===== config.mk =====
export PLATFORM = sky130hd
export DESIGN_NAME = intr_ctrl
export DESIGN_NICKNAME = d
export VERILOG_FILES = /design/src/intr_pkg.sv /design/src/frame_rx.sv /design/src/intr_ctrl.sv
export SDC_FILE = /design/constraint.sdc
export NUM_CORES = 1
export LEC_CHECK = 0
export ABC_AREA = 1
export CAP_MARGIN = 20
export CELL_PAD_IN_SITES_DETAIL_PLACEMENT = 0
export CELL_PAD_IN_SITES_GLOBAL_PLACEMENT = 2
export CORE_MARGIN = 5
export CORE_UTILIZATION = 39
export DETAILED_ROUTE_END_ITERATION = 12
export DONT_BUFFER_PORTS = 1
export PLACE_DENSITY = 0.8
export SYNTH_ARGS = -nofsm -noshare
export SYNTH_HDL_FRONTEND = slang
export SYNTH_HIERARCHICAL = 1
export SYNTH_SLANG_ARGS = --single-unit

===== constraint.sdc =====
create_clock -name sys_clk -period 3 [get_ports sys_clk]
set_clock_uncertainty 0.05 [all_clocks]
set_input_delay 0.15 -clock sys_clk [delete_from_list [all_inputs] [get_ports sys_clk]]
set_output_delay 0.15 -clock sys_clk [all_outputs]
set_load 0.005 [all_outputs]

===== src/intr_pkg.sv =====
package intr_pkg;
   // ****************************************
   // instruction codes
   // ****************************************
   localparam logic [7:0] OP_ENABLE = 8'h19;
   localparam logic [7:0] OP_DISABLE = 8'h1A;
   localparam logic [7:0] OP_VECTOR = 8'h25;
   localparam logic [7:0] OP_RETURN = 8'h26;
   localparam logic [7:0] OP_USER_FIRST = 8'h40;
   localparam logic [7:0] OP_USER_LAST = 8'h47;
   localparam logic [7:0] GLOBAL_NUM = 8'hFF;
   // ****************************************
   // replies and widths
   // ****************************************
   localparam logic [7:0] STATUS_OK = 8'h64;
   localparam logic [7:0] STATUS_BAD_CMD = 8'h02;
   localparam logic [7:0] STATUS_BAD_SUM = 8'h01;
   localparam logic [7:0] STATUS_BAD_MODE = 8'h05;
   localparam int NUM_IRQ = 16;
   localparam int IRQ_W = 4;
   localparam int PC_W = 16;
   localparam int XREG_W = 32;
   localparam int NUM_XREG = 4;
   localparam int FLAG_W = 8;
   localparam int FRAME_BYTES = 9;
   localparam logic [3:0] IDX_OP = 4'h1;
   localparam logic [3:0] IDX_TYPE = 4'h2;
   localparam logic [3:0] IDX_SUM = 4'h8;
   localparam logic [7:0] SUM_ZERO = 8'h00;
   localparam logic [3:0] IDX_ZERO = 4'h0;
   localparam logic [3:0] IDX_ONE = 4'h1;
   typedef enum logic [1:0] {run_st, enter_st, in_handler_st} exec_state_t;
endpackage


===== src/frame_rx.sv =====
`timescale 1ns/1ps
// ****************************************
// host frame assembler with checksum check
// ****************************************
module frame_rx (
   input wire logic sys_clk,
   input wire logic nrst,
   input wire logic byte_valid,
   input wire logic [7:0] byte_data,
   output logic frame_valid,
   output logic sum_ok,
   output logic [7:0] opcode,
   output logic [7:0] type_num,
   output logic [31:0] value
);
   logic [3:0] idx;
   logic [7:0] sum;
   always_ff @(posedge sys_clk or negedge nrst) begin
      if (!nrst) begin
         idx <= intr_pkg::IDX_ZERO;
         sum <= intr_pkg::SUM_ZERO;
         frame_valid <= 1'b0;
         sum_ok <= 1'b0;
         opcode <= 8'h00;
         type_num <= 8'h00;
         value <= 32'h00000000;
      end else begin
         frame_valid <= 1'b0;
         if (byte_valid) begin
            if (idx == intr_pkg::IDX_SUM) begin
               // checksum is low byte of the plain sum
               frame_valid <= 1'b1;
               sum_ok <= (sum == byte_data);
               idx <= intr_pkg::IDX_ZERO;
               sum <= intr_pkg::SUM_ZERO;
            end else begin
               sum <= sum + byte_data;
               idx <= idx + intr_pkg::IDX_ONE;
               if (idx == intr_pkg::IDX_OP) opcode <= byte_data;
               if (idx == intr_pkg::IDX_TYPE) type_num <= byte_data;
               if (idx > intr_pkg::IDX_TYPE + intr_pkg::IDX_ONE) value <= {value[23:0], byte_data};
            end
         end
      end
   end
endmodule


===== src/intr_ctrl.sv =====
`timescale 1ns/1ps
// Summary of operation
// - code 26 disables the interrupt named in type; other fields ignored
// - disable with number 255 turns interrupt processing off globally
// - global disable frame is 1A, FF, zero value, checksum 1A
// - code 37 stores value field as handler address for type number
// - a stored handler address may be overwritten later
// - vector and return codes belong to stored programs, not host link
// - code 38 ends the handler and resumes interrupted flow
// - return restores accumulator, X registers, flags and program counter
// - codes 64 to 71 are user functions replying status 100
// - code 25 enables named interrupt; 255 enables globally
module intr_ctrl (
   input wire logic sys_clk,
   input wire logic nrst,
   // host byte stream, same clock domain
   input wire logic host_byte_valid,
   input wire logic [7:0] host_byte,
   // stored-program instruction issue
   input wire logic prog_valid,
   input wire logic [7:0] prog_opcode,
   input wire logic [7:0] prog_type,
   input wire logic [31:0] prog_value,
   // execution context of the interpreter
   input wire logic [31:0] cur_accu,
   input wire logic [31:0] cur_xreg0,
   input wire logic [31:0] cur_xreg1,
   input wire logic [31:0] cur_xreg2,
   input wire logic [31:0] cur_xreg3,
   input wire logic [7:0] cur_flags,
   input wire logic [15:0] cur_pc,
   // asynchronous interrupt sources
   input wire logic [15:0] irq_req,
   output logic reply_valid,
   output logic [7:0] reply_status,
   output logic user_func_valid,
   output logic [2:0] user_func_num,
   output logic [15:0] irq_enable,
   output logic global_enable,
   output logic in_handler,
   output logic load_valid,
   output logic [15:0] load_pc,
   output logic [31:0] load_accu,
   output logic [31:0] load_xreg0,
   output logic [31:0] load_xreg1,
   output logic [31:0] load_xreg2,
   output logic [31:0] load_xreg3,
   output logic [7:0] load_flags
);
   // ****************************************
   // host frames
   // ****************************************
   logic host_frame;
   logic host_sum_ok;
   logic [7:0] host_op;
   logic [7:0] host_type;
   logic [31:0] host_value;
   frame_rx u_rx (
      .sys_clk(sys_clk),
      .nrst(nrst),
      .byte_valid(host_byte_valid),
      .byte_data(host_byte),
      .frame_valid(host_frame),
      .sum_ok(host_sum_ok),
      .opcode(host_op),
      .type_num(host_type),
      .value(host_value)
   );
   // ****************************************
   // instruction select
   // ****************************************
   logic issue;
   logic [7:0] op;
   logic [7:0] tnum;
   logic [31:0] val;
   logic from_host;
   logic [3:0] inum;
   logic is_user;
   // host frame has priority; program issue is held off the same cycle
   assign from_host = host_frame;
   assign issue = (host_frame && host_sum_ok) || (prog_valid && !host_frame);
   assign op = from_host ? host_op : prog_opcode;
   assign tnum = from_host ? host_type : prog_type;
   assign val = from_host ? host_value : prog_value;
   assign inum = tnum[intr_pkg::IRQ_W-1:0];
   assign is_user = (op >= intr_pkg::OP_USER_FIRST) && (op <= intr_pkg::OP_USER_LAST);
   // ****************************************
   // irq synchroniser
   // ****************************************
   logic [15:0] irq_s1;
   logic [15:0] irq_s2;
   always_ff @(posedge sys_clk or negedge nrst) begin
      if (!nrst) begin
         irq_s1 <= 16'h0000;
         irq_s2 <= 16'h0000;
      end else begin
         irq_s1 <= irq_req;
         irq_s2 <= irq_s1;
      end
   end
   // ****************************************
   // enables
   // ****************************************
   always_ff @(posedge sys_clk or negedge nrst) begin
      if (!nrst) begin
         global_enable <= 1'b0;
      end else if (issue && tnum == intr_pkg::GLOBAL_NUM) begin
         if (op == intr_pkg::OP_DISABLE) global_enable <= 1'b0;
         if (op == intr_pkg::OP_ENABLE) global_enable <= 1'b1;
      end
   end
   genvar g;
   generate
      for (g = 0; g < intr_pkg::NUM_IRQ; g++) begin : g_en
         always_ff @(posedge sys_clk or negedge nrst) begin
            if (!nrst) begin
               irq_enable[g] <= 1'b0;
            end else if (issue && tnum != intr_pkg::GLOBAL_NUM && inum == g[intr_pkg::IRQ_W-1:0]) begin
               if (op == intr_pkg::OP_DISABLE) irq_enable[g] <= 1'b0;
               if (op == intr_pkg::OP_ENABLE) irq_enable[g] <= 1'b1;
            end
         end
      end
   endgenerate
   // ****************************************
   // vector table
   // ****************************************
   logic [15:0] vec_table [intr_pkg::NUM_IRQ];
   logic ctrl_prog;
   assign ctrl_prog = issue && !from_host;
   always_ff @(posedge sys_clk or negedge nrst) begin
      if (!nrst) begin
         for (int i = 0; i < intr_pkg::NUM_IRQ; i++) vec_table[i] <= 16'h0000;
      end else if (ctrl_prog && op == intr_pkg::OP_VECTOR) begin
         // later definitions simply replace earlier ones
         vec_table[inum] <= val[intr_pkg::PC_W-1:0];
      end
   end
   // ****************************************
   // entry and return
   // ****************************************
   intr_pkg::exec_state_t state;
   logic [15:0] pend;
   logic [3:0] sel;
   logic any_pend;
   logic [31:0] sv_accu;
   logic [31:0] sv_x [intr_pkg::NUM_XREG];
   logic [7:0] sv_flags;
   logic [15:0] sv_pc;
   assign pend = irq_s2 & irq_enable;
   assign any_pend = global_enable && (pend != 16'h0000);
   always_comb begin
      sel = 4'h0;
      for (int i = intr_pkg::NUM_IRQ - 1; i >= 0; i--) if (pend[i]) sel = 4'(i);
   end
   always_ff @(posedge sys_clk or negedge nrst) begin
      if (!nrst) begin
         state <= intr_pkg::run_st;
         in_handler <= 1'b0;
         load_valid <= 1'b0;
         load_pc <= 16'h0000;
         load_accu <= 32'h00000000;
         load_xreg0 <= 32'h00000000;
         load_xreg1 <= 32'h00000000;
         load_xreg2 <= 32'h00000000;
         load_xreg3 <= 32'h00000000;
         load_flags <= 8'h00;
         sv_accu <= 32'h00000000;
         sv_x <= '{default: 32'h00000000};
         sv_flags <= 8'h00;
         sv_pc <= 16'h0000;
      end else begin
         load_valid <= 1'b0;
         case (state)
            intr_pkg::run_st: begin
               if (any_pend) begin
                  // save context then jump to the vector
                  sv_accu <= cur_accu;
                  sv_x <= '{cur_xreg0, cur_xreg1, cur_xreg2, cur_xreg3};
                  sv_flags <= cur_flags;
                  sv_pc <= cur_pc;
                  load_pc <= vec_table[sel];
                  load_accu <= cur_accu;
                  load_xreg0 <= cur_xreg0;
                  load_xreg1 <= cur_xreg1;
                  load_xreg2 <= cur_xreg2;
                  load_xreg3 <= cur_xreg3;
                  load_flags <= cur_flags;
                  load_valid <= 1'b1;
                  in_handler <= 1'b1;
                  state <= intr_pkg::in_handler_st;
               end
            end
            intr_pkg::in_handler_st: begin
               // nesting not supported: new requests wait for return
               if (ctrl_prog && op == intr_pkg::OP_RETURN) begin
                  load_pc <= sv_pc;
                  load_accu <= sv_accu;
                  load_xreg0 <= sv_x[0];
                  load_xreg1 <= sv_x[1];
                  load_xreg2 <= sv_x[2];
                  load_xreg3 <= sv_x[3];
                  load_flags <= sv_flags;
                  load_valid <= 1'b1;
                  in_handler <= 1'b0;
                  state <= intr_pkg::run_st;
               end
            end
            default: state <= intr_pkg::run_st;
         endcase
      end
   end
   // ****************************************
   // reply and user functions
   // ****************************************
   always_ff @(posedge sys_clk or negedge nrst) begin
      if (!nrst) begin
         reply_valid <= 1'b0;
         reply_status <= 8'h00;
         user_func_valid <= 1'b0;
         user_func_num <= 3'h0;
      end else begin
         reply_valid <= host_frame;
         user_func_valid <= issue && is_user;
         user_func_num <= op[2:0];
         if (host_frame) begin
            if (!host_sum_ok) reply_status <= intr_pkg::STATUS_BAD_SUM;
            else if (host_op == intr_pkg::OP_VECTOR || host_op == intr_pkg::OP_RETURN)
               reply_status <= intr_pkg::STATUS_BAD_MODE;
            else if (host_op == intr_pkg::OP_ENABLE || host_op == intr_pkg::OP_DISABLE || is_user)
               reply_status <= intr_pkg::STATUS_OK;
            else reply_status <= intr_pkg::STATUS_BAD_CMD;
         end
      end
   end
endmodule


After elaboration in Yosys (flattened, before gate mapping):

Index checks and enable logic that the tools add are counted.

* output and inout bits: 216
* flip-flop bits (word level): 736
* word-level logic and storage cells: 232
* input bits: 260

* add/sub/neg operators: 2
* order comparisons: 6
* eq/ne operators: 32
* bitwise gates (word level): 4
* mux-type cells: 64
* reductions and logical operators: 61

Operators by type and width (number)
* $mux 32: 10
* $pmux 32 s2: 5
* $bwmux 256: 1
* $mux 16: 6
* $mux 4: 17
* $bmux 16 s4: 1
* $demux 16 s4: 1
* $mux 8: 7
* $reduce_and 2->1: 20
* $eq 4x4->1 const B: 9
* $eq 8x5->1 const B: 4
* $eq 8x6->1 const B: 4
* $pmux 16 s2: 1
* $logic_and 1x1->1: 27
* $and 16x16->16: 1
* $eq 4x3->1 const B: 4
* $pmux 8 s2: 1
* $reduce_bool 16->1: 1
* $eq 4x2->1 const B: 3
* $reduce_and 3->1: 4
* $ge 5x5->1 const B: 2
* $not 4->5: 2
* $add 8x8->8: 1
* $eq 4x1->1 const B: 2
* 21 further kinds: 35

Longest topological paths before layout:

* depth after elaboration: 23
* depth in mapped cells: 27
* gate-level depth less buffers: 25

Modules after synthesis:

Netlist, hierarchy kept.

By module, submodules not included
* intr_ctrl: times used 1, sequential area each 17116.4 um^2, area each 30260.3 um^2, cells an instance 3318
* frame_rx: times used 1, sequential area each 1551.5 um^2, area each 2859.0 um^2, cells an instance 312

Worst setup path before layout:

OpenSTA, ideal clock, no wires.

* kind: register -> register
* start: reg u_rx.frame_valid
* end: reg vec_table[130] (netlist bit)
* path buffers: 4
* slack: 0.833 ns
* data arrival time: 1.979 ns
* cell stages (with the launch flop): 12
* cell sequence: dfrtp_1 -> buf_4 -> buf_2 -> buf_2 -> o21ai_2 -> inv_1 -> or2_2 -> nor2_1 -> nand2_1 -> clkbuf_1 -> nand2_1 -> o21ai_0

* word-level cells in the longest chain between the ends: 7

RTL lines
* from (decl): RTL line frame_rx.sv:10 `output logic frame_valid,`
* from (signal assigned): RTL line frame_rx.sv:22 `frame_valid <= 1'b0;`
* from (signal assigned): RTL line frame_rx.sv:28 `frame_valid <= 1'b0;`
* from (signal assigned): RTL line frame_rx.sv:32 `frame_valid <= 1'b1;`
* $mux 8: RTL line intr_ctrl.sv:83 `assign tnum = from_host ? host_type : prog_type;`
* $not 4->5 (implied by the code): RTL line intr_ctrl.sv:136 `vec_table[inum] <= val[intr_pkg::PC_W-1:0];`
* $ge 5x5->1 (implied by the code) or $lt 5x1->1 (tied branches): RTL line intr_ctrl.sv:136
* $logic_and 1x1->1 (implied by the code): RTL line intr_ctrl.sv:136
* $mux 16 (implied by the code): RTL line intr_ctrl.sv:136
* $demux 16 s4: RTL line intr_ctrl.sv:136
* $bwmux 256: RTL line intr_ctrl.sv:136
* to (signal, indexed assignment): RTL line intr_ctrl.sv:136
* to (decl): RTL line intr_ctrl.sv:128 `logic [15:0] vec_table [intr_pkg::NUM_IRQ];`

Several ways; a longest one is shown, not always the timed one.
A chain may end at the register's enable or synchronous reset.

==> metrics.txt <==
outcome=complete, but fails checks; failing checks=negative hold slack, max-slew violations, negative setup slack; Layout area overhead=20.0%; Setup TNS Final=-30.5 ps; cells after synthesis=between 3000 and 4000; max-slew violations=638; Post-Route WL=99900 µm; Placer Congestion=0.833; LEAKAGE=~0.017 µW; Syn Area/Cell=9.12 µm²; row cnt=105; slew margin rel.=-1.78; Initial Utilization=0.395; CTS H-tree depth=3; placed cells=4462; Max Clock Freq=330 MHz; Sinks on Clock Net=730; Final Cycle Share=1.01; drt wl/cell=between 20 and 25 µm; vias in the first global route=about 26000; Post-DRT Antenna Nets=0; initial antenna violation count=10; FF-to-FF End=vec_table[229]; die width=approximately 300 µm; clock slew at reported path FFs=roughly 60 ps; final setup violation count=1; drt first pass iters=5; worst vdd rail ir drop=~0.40 mV; maximum number of pins on one net before global-route repair=731; WHS=-831 ps; TritonCTS clock tree=yes; final-stage net count=around 4000; kind of end point of the critical path=async pin; Post CTS Setup Buffer Count=0; Final Hold Viols=around 460; Syn. warnings=6; CTS Buf Count=84; Core Region=slightly above 0.08 mm²; layout cell share with drive strength beyond 1=0.116; worst r2r src=u_rx/frame_valid; Final min period=~3000 ps; HPWL Detailed=~63000 µm; Worst Max-Slew Pin Slew=about 4200 ps; IO Pins=about 480; synthesized area=about 0.033 mm²; drt initial violations=2074; Worst setup SP type=input port; final worst slack=-30.5 ps; Critical Path AT=approximately 2200 ps; DRC violations left=0; critical path required time=approximately 2200 ps; Worst R2R Path Depth=10; Max Root-Sink Buffers=3; Vias/cell=5.22; Die Y=299 µm; via count=25500; All-Layer GR Usage=0.218; Total Die Area=between 0.08 and 0.09 mm²; non-filler cells, final=about 4900; WS Path Type=in -> async; CTS Hold Bufs=260; pre-CTS setup slack=approximately 170 ps; Port Buffers=0; Worst-Skew Late Latency=~630 ps; RSZ-0062 raised after global routing=false; power per cell area=625 mW/mm²; clock root buffer=clkbuf_16; Max-Cap Viols=0; total gr overflow=0; class of the tightest hold or removal check=in -> async; reg2reg setup slack=approximately 230 ps; Critical Path Fanout Max=730; first-pass GRT wire length=around 150000 µm
-- cells in the final DEF, fill, tap and decap left out, drive strengths merged, types with 2 or more instances in the layout --
cell and n:
dlygate4sd3 260, a31oi 170, bufinv 4, o21ai 316
xor2 4, nor3 4, mux2 184, or2 8
mux2i 18, nor4 3, nand3 331, inv 209
conb 3, buf 79, nand4 7, a21oi 7
a22o 2, diode 9, nor2 244, o31ai 15
ha 11, nand2 1019, o21bai 2, clkbuf 135
nand3b 23, dfrtp 730, clkinv 9
-- flip-flops by register name, indices dropped and copies added, names as in the netlist, 32 cells and up --
name / count
load_xreg2: 32
load_xreg0: 32
vec_table: 256
load_accu: 32
load_xreg1: 32
sv_accu: 32
load_xreg3: 32
sv_x: 128
-- metal layers --
layer  wire [µm]  up-vias  share of wire  global-route usage
met3        6410      169          0.064              0.0486
met1       40000    12500           0.40               0.271
met4        3500        2          0.035              0.0809
met2       50000      769           0.50               0.374
met5          13        -        0.00013                   0
li1            -    12100              -                   -
-- how the worst max path moves through the flow --
stage | startpoint | endpoint | slack, ps | cells past startpoint
detailed placement | irq_enable[13] | load_pc[12] | 170 | 11
CTS | u_rx/frame_valid | vec_table[229] | 130 | 8
global route | u_rx/frame_valid | vec_table[120] | 10 | 11
finish | nrst | in_handler | -30 | 0
floorplan | u_rx/frame_valid | vec_table[130] | 830 | 11
global placement | irq_enable[15] | load_pc[4] | 210 | 25
-- through the flow --
step	power (µW)	util	cell area [µm²]
floorplan	13000	-	32500
global placement	13700	0.407	33500
detailed placement	13800	0.407	33500
CTS	24700	0.473	38900
global route	25500	0.473	39000
finish	24400	0.473	39000
-- final cells by class --
class                   instances  area [µm²]
diodes                          9        22.5
clock buffers                 135        2550
clock inverters                16         299
fillers                      7643       43400
inverters                     207         785
multi-input cells            2377       12300
flip-flops and latches        730       18300
well taps                    1070        1340
repair buffers                339        3460
-- what timing repair did --
| action | CTS | global route |
|---|---|---|
| setup endpoints to repair | 0 | 80 |
| gates resized for setup | 0 | 5 |
| hold endpoints to repair | 1413 | 730 |
-- power by group --
part           internal [µW]  leakage (µW)  switching, µW
clock                   6220       0.00139           4180
sequential             10600       0.00878            649
combinational           1120       0.00704           1620
total                  17900        0.0172           6450
No activity file was read; power rests on OpenSTA's default activity.
